===== src/inc/sadc_consts.svh =====
`ifndef SADC_CONSTS_SVH
`define SADC_CONSTS_SVH
// ----------------------------------------
// timing
// ----------------------------------------
`define SADC_CLK_NS        40
`define SADC_CONV_NS       650
// longest time rounds down
`define SADC_CONV_CYC      (`SADC_CONV_NS / `SADC_CLK_NS)
`define SADC_ACQ_NS        150
`define SADC_ACQ_CYC       ((`SADC_ACQ_NS + `SADC_CLK_NS - 1) / `SADC_CLK_NS)
// ----------------------------------------
// data layout
// ----------------------------------------
`define SADC_WIDTH         16
`define SADC_RESULT_RST    16'h0000
`define SADC_LOW_FILL      8'hFF
`endif


===== src/inc/sadc_pkg.sv =====
package sadc_pkg;
  typedef logic [15:0] sadc_word_t;
  typedef enum logic [0:0] {SADC_IDLE, SADC_CONVERT} sadc_state_t;
endpackage


===== src/core/sadc_core.sv =====
`timescale 1ns/1ns
`include "sadc_consts.svh"
module sadc_core
  import sadc_pkg::*;
#(
  parameter int CONV_CYC = `SADC_CONV_CYC
) (
  // clock and reset
  input  wire logic              CORE_CLK,
  input  wire logic              NRST,
  // host control pins
  input  wire logic              CHIP_SELECT_N,
  input  wire logic              CONVERSION_TRIGGER_N,
  input  wire logic              READ_N,
  input  wire logic              HALF_SELECT,
  // digitised differential input from the analogue front end (two's complement)
  input  wire sadc_pkg::sadc_word_t ANALOG_DIFF,
  // status and track/hold switch control
  output logic                   BUSY,
  output logic                   INPUT_CONNECT,
  // data bus, three signals per pin
  output logic [15:0]            DATA_IN_UNUSED,
  output sadc_pkg::sadc_word_t   DATA_OUT,
  output logic [15:0]            DATA_OE
);
  import sadc_pkg::*;

  localparam logic [4:0] CONV_LAST = 5'(CONV_CYC - 1);

  // ----------------------------------------
  // pin synchronisers
  // ----------------------------------------
  logic cs_n;
  logic cv_n;
  logic rd_n;
  logic half;
  logic cv_prev;

  // chip select settles two edges after the pin
  sadc_sync2 #(
    .RST_VAL (1'b1)
  ) cs_sync_i (
    .clk   (CORE_CLK),
    .rst_n (NRST),
    .pin   (CHIP_SELECT_N),
    .level (cs_n)
  );

  // trigger uses the same delay, so both line up
  sadc_sync2 #(
    .RST_VAL (1'b1)
  ) cv_sync_i (
    .clk   (CORE_CLK),
    .rst_n (NRST),
    .pin   (CONVERSION_TRIGGER_N),
    .level (cv_n)
  );

  // read strobe, idle high
  sadc_sync2 #(
    .RST_VAL (1'b1)
  ) rd_sync_i (
    .clk   (CORE_CLK),
    .rst_n (NRST),
    .pin   (READ_N),
    .level (rd_n)
  );

  // byte select, idle low
  sadc_sync2 #(
    .RST_VAL (1'b0)
  ) hs_sync_i (
    .clk   (CORE_CLK),
    .rst_n (NRST),
    .pin   (HALF_SELECT),
    .level (half)
  );

  // previous settled trigger level for the edge detector
  always_ff @(posedge CORE_CLK or negedge NRST) begin
    if (!NRST) begin
      cv_prev <= 1'b1; // idle level, no false edge after reset
    end else begin
      cv_prev <= cv_n;
    end
  end

  // trigger counts only with chip select low
  wire start = cv_prev & ~cv_n & ~cs_n;

  // ----------------------------------------
  // conversion sequencer
  // ----------------------------------------
  sadc_state_t state;
  sadc_state_t next_state;
  logic [4:0]  count;
  logic [4:0]  next_count;
  sadc_word_t  sample;
  sadc_word_t  result;

  // conversion in flight and its last cycle
  wire busy_now = (state == SADC_CONVERT);
  wire done     = busy_now && (count == CONV_LAST);

  // trigger during a conversion is ignored; busy stays high
  always_comb begin
    next_state = state;
    case (state)
      SADC_IDLE:    if (start) next_state = SADC_CONVERT;
      SADC_CONVERT: if (done) next_state = SADC_IDLE;
      default:      next_state = SADC_IDLE;
    endcase
  end

  // cycle counter runs only while converting
  assign next_count = busy_now ? count + 5'h01 : 5'h00;

  // reset aborts regardless of chip select
  always_ff @(posedge CORE_CLK or negedge NRST) begin
    if (!NRST) begin
      state <= SADC_IDLE;
    end else begin
      state <= next_state;
    end
  end

  // counter clears on reset so an aborted run leaves no residue
  always_ff @(posedge CORE_CLK or negedge NRST) begin
    if (!NRST) begin
      count <= 5'h00;
    end else begin
      count <= next_count;
    end
  end

  // hold the sample at the start edge only
  always_ff @(posedge CORE_CLK or negedge NRST) begin
    if (!NRST) begin
      sample <= `SADC_RESULT_RST;
    end else begin
      if (state == SADC_IDLE && start) sample <= ANALOG_DIFF;
    end
  end

  // publish at the end only, so reads mid-conversion see the old word
  always_ff @(posedge CORE_CLK or negedge NRST) begin
    if (!NRST) begin
      result <= `SADC_RESULT_RST;
    end else begin
      if (done) result <= sample;
    end
  end

  // ----------------------------------------
  // outputs
  // ----------------------------------------
  // bus lanes; the lower lane is filled in byte mode
  wire        read_en    = ~cs_n & ~rd_n;
  wire [7:0]  upper_lane = half ? result[7:0] : result[15:8];
  wire [7:0]  lower_lane = half ? `SADC_LOW_FILL : result[7:0];
  wire [15:0] bus_word   = {upper_lane, lower_lane};

  // data lanes come from flip-flops to keep the bus glitch free
  always_ff @(posedge CORE_CLK or negedge NRST) begin
    if (!NRST) begin
      DATA_OUT <= `SADC_RESULT_RST;
    end else begin
      DATA_OUT <= bus_word;
    end
  end

  // status straight from the state register; switch control from the state register gated by reset
  assign BUSY           = busy_now;
  assign INPUT_CONNECT  = (state == SADC_IDLE) & NRST;

  // enables are combinational from the settled strobes
  assign DATA_OE        = {16{read_en}};
  // bus is output only
  assign DATA_IN_UNUSED = 16'h0000;
endmodule

// ----------------------------------------
// two-stage pin synchroniser
// ----------------------------------------
module sadc_sync2 #(
  parameter logic RST_VAL = 1'b1
) (
  // clock and reset
  input  wire logic clk,
  input  wire logic rst_n,
  // raw pin and its settled copy
  input  wire logic pin,
  output logic      level
);
  logic first;
  logic second;

  // first stage feeds only the second
  always_ff @(posedge clk or negedge rst_n) begin
    if (!rst_n) begin
      first  <= RST_VAL;
      second <= RST_VAL;
    end else begin
      first  <= pin;
      second <= first;
    end
  end

  // only the second stage leaves the module
  assign level = second;
endmodule


===== config.mk =====
export PLATFORM = sky130hd
export DESIGN_NAME = sadc_core
export DESIGN_NICKNAME = d
export VERILOG_FILES = /design/src/inc/sadc_pkg.sv /design/src/core/sadc_core.sv
export VERILOG_INCLUDE_DIRS = /design/src /design/src/inc
export SDC_FILE = /design/constraint.sdc
export NUM_CORES = 1
export LEC_CHECK = 0
export ABC_AREA = 1
export CORE_MARGIN = 8
export CORE_UTILIZATION = 60
export DETAILED_ROUTE_END_ITERATION = 8
export DONT_BUFFER_PORTS = 1
export PLACE_DENSITY = 0.88
export SYNTH_ARGS = -nofsm -noshare
export SYNTH_HDL_FRONTEND = slang
export SYNTH_HIERARCHICAL = 1
export SYNTH_SLANG_ARGS = --single-unit

===== constraint.sdc =====
create_clock -name CORE_CLK -period 3.2 [get_ports CORE_CLK]
set_clock_uncertainty 0.2 [all_clocks]
set_input_delay 0.16 -clock CORE_CLK [delete_from_list [all_inputs] [get_ports CORE_CLK]]
set_output_delay 0.16 -clock CORE_CLK [all_outputs]
set_load 0.01 [all_outputs]

==> results of run 1 <==
==> layer usage <==
layer | vias to the layer above | GRT usage
met2 | 57 | 0.216
li1 | 777 | -
met5 | - | 0
met4 | 0 | 0.0526
met1 | 747 | 0.165
met3 | 9 | 0.0832
==> area by class of cell <==
| cell class | count | area (µm²) | share of cell area |
|---|---|---|---|
| clock buffers | 13 | 159 | 0.0564 |
| clock inverters | 3 | 17.5 | 0.00622 |
| inverters | 9 | 33.8 | 0.0120 |
| multi-input cells | 162 | 718 | 0.255 |
| flip-flops and latches | 63 | 1590 | 0.563 |
| well taps | 52 | 65.1 | 0.0231 |
| repair buffers | 22 | 238 | 0.0844 |
==> cell usage after synthesis <==
library cell	instances
a21oi_1	2
buf_2	4
buf_4	35
buf_6	2
clkbuf_1	1
conb_1	1
dfrtp_1	56
dfstp_2	7
ha_1	2
inv_1	9
nand2_1	87
nand2_2	1
nand2_4	1
nand3_1	31
nor2_1	11
nor2_4	2
o21ai_0	3
or2_2	6
==> critical path, stage by stage (launching register included) <==
cell     delay [ns]
dfrtp_1        0.37
ha_1           0.18
nand2_1        0.07
nor2_1         0.10
ha_1           0.48
nand2_2        0.31
nor2_1         0.20
a21oi_1        0.06
==> power by group <==
group	internal, mW	switching, mW	total, mW	leakage [nW]
registers	1.08	0.232	1.32	0.790
logic	0.157	0.229	0.386	0.598
clock network	0.321	0.272	0.593	0.0894
==> metrics by stage <==
| step | instances | area [µm²] |
|---|---|---|
| floorplan | 276 | 2640 |
| global placement | 286 | 2400 |
| detailed placement | 286 | 2400 |
| CTS | 324 | 2820 |
| global route | 324 | 2820 |
| finish | 324 | 2820 |
==> cells by family (layout without fill, tap and decap cells) <==
| logic type | count (synthesis) | in the layout | synth area share |
|---|---|---|---|
| fa+ha+maj | 2 | 2 | 0.00969 |
| other cells | 1 | 16 | 0.00145 |
| flops | 63 | 63 | 0.614 |
| compound gates | 5 | 5 | 0.00969 |
| buf+inv | 51 | 47 | 0.133 |
| simple gates | 139 | 139 | 0.233 |
==> flip-flops by register name, summed over array words and instances, names as in the netlist <==
signal and flops:
DATA_OUT 16, sample 16, cs_sync_i/level 1, rd_sync_i/level 1, cs_sync_i/first 1, hs_sync_i/first 1, cv_prev 1, cv_sync_i/level 1
hs_sync_i/level 1, rd_sync_i/first 1, BUSY 1, result 16, cv_sync_i/first 1, count 5
==> repair_timing <==
action	in CTS	in global routing
hold endpoints to repair	83	0
hold buffers	22	0
buffers inserted	0	0
==> final timing paths <==
check | endpoint | slack (ns) | cells past startpoint
worst max-delay path | result[5] | 1.12 | 7
worst min-delay path | hs_sync_i/level | 0.15 | 2
worst max register to register | result[5] | 1.12 | 7
worst min register to register | hs_sync_i/level | 0.15 | 0
max in group asynchronous | rd_sync_i/level | 2.34 | 2
min in group CORE_CLK | hs_sync_i/level | 0.15 | 0
==> metrics, run 1 <==
Final Hold Fails 0; Mapped Area about 0.0026 mm²; PwrDens between 800 and 900 mW/mm²; Yosys Warn Count 6; fillers approximately 340; Post-Place Setup Slack about 1.1 ns; Remaining DRCs 0; final core utilization 0.661; number of DRC markers in iteration 0 between 60 and 70; # diodes 0; most common cell after layout, fill and taps aside nand2_1; HP Class primary input to asynchronous set/reset pin; largest net degree at the start of global routing 64; worst r2r src count[0]; IO Port Bufs 0; most frequent cells in the layout nand2_1 (87), dfrtp_1 (56), nand3_1 (31), dlygate4sd3_1 (21), conb_1 (16); area leader, netlist dfrtp_1; gr usage total 0.143; Rows 24; clock buffer count from CTS 9; Synth area leaders dfrtp_1 (54%), nand2_1 (13%), buf_4 (10%); wire per inst about 13 µm; Routability Congestion 0.826; vias per inst 4.91; CTS clock-pin slew for the worst setup and hold paths about 0.06 ns; Crit path required time 3.21 ns; Critical Path AT 2.09 ns; fin crit share 0.651; initial core utilization 0.606; H-tree depth 3; # IOs 72; clk buf depth 2; DR WL met2 2.09 mm; post-synth cell types 18; vias in the first global route 1,530; Setup Viol. Count Final 0; routed wire length 4.37 mm; total power draw around 2.3 mW; met1 wire length approximately 1.8 mm; CP Launch Type register; initial antenna violation count 0; fin crit period 2.08 ns; clk_lat worst skew 0.34 ns; WL met3 approximately 380 µm; Synth top area share 0.543; layout cells sized above 1 0.121; Max-Slew Margin vs Limit 0.357; setup ws final around 1.1 ns; Area Growth Syn to Fin 9.06%; RSZ-0062 raised after global routing no; clock root buffer clkbuf_8; Worst Path Max Fanout 18; setup TNS 0 ns; post-synthesis cell count roughly 260; GRT overflow 0; TritonRoute pass-1 iters 4; first-pass GRT wire length 6.99 mm; Die Width 81.6 µm; Hold WS 0.149 ns; Synth Register Bits 63; die area between 0.006 and 0.007 mm²; Max Cap Viol 0; status finished clean; total core area 0.00426 mm²; worst vdd ir approximately 0.00052 V; register area share after synthesis 0.614; sinks on the clock net between 60 and 70; Crit. End Element register; Worst-Margin Slew around 0.96 ns; Vias between 1,500 and 2,000; detailed placement HPWL ~3 mm; DR top layer met4; TritonCTS clock tree built; nets just under 300; Pleak roughly 1.5 nW; Crit Path Class register to register; die height approximately 82 µm; Fmax achieved roughly 480 MHz; PostCTS Resize Cnt 0; syn avg cell area slightly below 10 µm²; post-route antenna net violation count 0; CP startpoint count[0]; max-slew violations 0
(Power assumes the default switching activity.)
==> run 2: changes to the inputs <==
ABC_AREA = 0   (was 1)
clock period = 2.1 ns   (was 3.2 ns; I/O delays follow)
==> metrics, run 2 <==
vias per inst 4.96 (+1.1%); setup TNS 0 ns (unchanged); Critical Path AT 1.99 ns (-0.10 ns); # diodes 0 (unchanged); first-pass GRT wire length 6.72 mm (-3.8%); post-synth cell types 22 (+4); IO Port Bufs 0 (unchanged); Vias 1,191 (-25%); Synth async-reset ratio 1.00 (unchanged); Post-synth EDFFs 0 (unchanged); status finished clean; clk buf depth 2 (unchanged); Remaining DRCs 0 (unchanged); gr usage total 0.144 (+0.00171); HP Class primary input to asynchronous set/reset pin; fin crit period 1.97 ns (-0.117 ns); Rows 23 (-4.2%); clk_lat worst skew 0.34 ns (about the same); die area 0.00650 mm² (-2.3%); Synth Register Bits 63 (unchanged); Synth area leaders dfrtp_1 (56%), mux2_2 (18%), buf_4 (9.6%); TritonCTS clock tree built; total core area 0.00400 mm² (-6.2%); Post-Place Setup Slack 0.144 ns (-0.985 ns); TritonRoute pass-1 iters 4 (unchanged); GRT overflow 0 (unchanged); Pleak 1.38 nW (-6.8%); Commonest cells post-synth dfrtp_1 (56), mux2_2 (40), buf_4 (32); # IOs 72 (unchanged); worst vdd ir 0.000945 V (+83%); Max-Slew Margin vs Limit 0.661 (+0.304); die height 80.6 µm (-1.2%); post-route antenna net violation count 0 (unchanged); initial core utilization 0.627 (+0.0212); most common cell after layout, fill and taps aside dfrtp_1; wire per inst 18.1 µm (+34%); sinks on the clock net 63 (unchanged); fin crit share 0.936 (+0.285); final core utilization 0.717 (+0.0561); FF/Latch Area 0.00159 mm² (unchanged); detailed placement HPWL 2.82 mm (-3.3%); most frequent cells in the layout dfrtp_1 (56), mux2_2 (40), dlygate4sd3_1 (21), conb_1 (16), clkbuf_8 (9); CTS clock-pin slew for the worst setup and hold paths 0.07 ns (about the same); initial antenna violation count 0 (unchanged); Synth top area share 0.559 (+0.0162); largest net degree at the start of global routing 64 (unchanged); Crit path required time 2.12 ns (-1.09 ns); largest registers DATA_OUT: 16 flops, result: 16 flops, sample: 16 flops; area leader, netlist dfrtp_1; Area Growth Syn to Fin 14.3%; Worst Path Max Fanout 8 (-10); H-tree depth 3 (unchanged); routed wire length 4.35 mm (-0.48%); # hold bufs at CTS 22 (unchanged); Final Hold Fails 0 (unchanged); Die Width 80.6 µm (-1.2%); PwrDens 1240 mW/mm² (+52%); setup ws final 0.134 ns (-0.983 ns); vias in the first global route 1,335 (-13%); Yosys Warn Count 6 (unchanged); CP Launch Type register; Crit Path Class register to register; count leader, synth dfrtp_1; Crit. End Element register; predominant post-synthesis flop cell dfrtp_1; Worst-Margin Slew 0.509 ns (-0.454 ns); Multi-input gate area 703 µm² (-2.1%); fillers 244 (-27%); clock root buffer clkbuf_8; layout cells sized above 1 0.416 (+0.294); clock buffer count from CTS 9 (unchanged); PostCTS Resize Cnt 0 (unchanged); Setup Viol. Count Final 0 (unchanged); Fmax achieved 509 MHz (+6.0%); RSZ-0062 raised after global routing no; post-synthesis cell count 168 (-36%); Mapped Area 0.00251 mm² (-2.9%); setup bufs post-CTS 0 (unchanged); register area share after synthesis 0.632 (+0.0184); syn avg cell area 14.9 µm² (+51%); max-slew violations 0 (unchanged); Max Cap Viol 0 (unchanged); number of DRC markers in iteration 0 60 (-1.6%); Routability Congestion 0.659 (-20%); nets 209 (-28%)
==> run 2: cell count changes in the layout (fill, tap and decap cells not counted), sizes merged, moves of 6 or more <==
cell,change
nand3,-30
inv,-7
buf,+6
mux2,+40
nor2,-12
nand2,-87
==> run 2: final cells by class <==
type | count | area share
inverter | 2 | 0.00262
tap | 50 | 0.0218
multi-input combinational | 81 | 0.245
clock inverter | 6 | 0.0297
clock buffer | 10 | 0.0445
timing repair buffer | 28 | 0.103
sequential | 63 | 0.553
==> run 2: report_power, final <==
group,switching [mW],internal [mW]
combinational,0.243,0.357
clock,0.451,0.664
sequential,0.251,1.59
==> run 2: kinds of logic after synthesis <==
| family | share of synthesized area |
|---|---|
| AO/OA/AOI/OAI | 0.00300 |
| buffers and inverters | 0.113 |
| AND/OR/NAND/NOR | 0.0534 |
| flip-flops | 0.632 |
| multiplexers | 0.184 |
| other | 0.00150 |
| XOR/XNOR | 0.00349 |
| adder cells (fa/ha/maj) | 0.00998 |
==> run 2: worst max-delay path: stages (launching register included) <==
cell     delay [ns]
dfrtp_1        0.40
ha_1           0.24
and3_1         0.19
ha_1           0.20
nand2_1        0.10
buf_4          0.18
mux2_2         0.36
==> run 2: path summary, 6_finish.rpt <==
| check | start | to | slack, ns | depth (start not counted) |
|---|---|---|---|---|
| setup / recovery | count[0] | result[13] | 0.13 | 6 |
| hold / removal | NRST | result[14] | 0.09 | 2 |
| setup reg to reg | count[0] | result[13] | 0.13 | 6 |
| hold reg to reg | rd_sync_i/first | rd_sync_i/level | 0.15 | 0 |
| max in group asynchronous | NRST | cv_prev | 1.31 | 2 |
| min in group CORE_CLK | HALF_SELECT | hs_sync_i/first | 0.12 | 1 |
==> run 2: metal layers <==
metal,vias up,wire (µm),global-route usage
met5,-,0,0
met4,0,102,0.0800
met3,12,441,0.0781
met1,595,1600,0.147
li1,537,-,-
met2,47,2210,0.232
==> run 2: through the flow <==
step           hold slack (ns)  total power, mW  instance area, µm²  cells
2_1_floorplan           -0.391             2.28                2560    183
3_5_place_dp            -0.389             2.41                2420    202
3_3_place_gp            -0.389             2.33                2420    202
5_1_grt                  0.109             3.73                2870    240
6_report                0.0909             3.56                2870    240
4_1_cts                 0.0913             3.58                2870    240
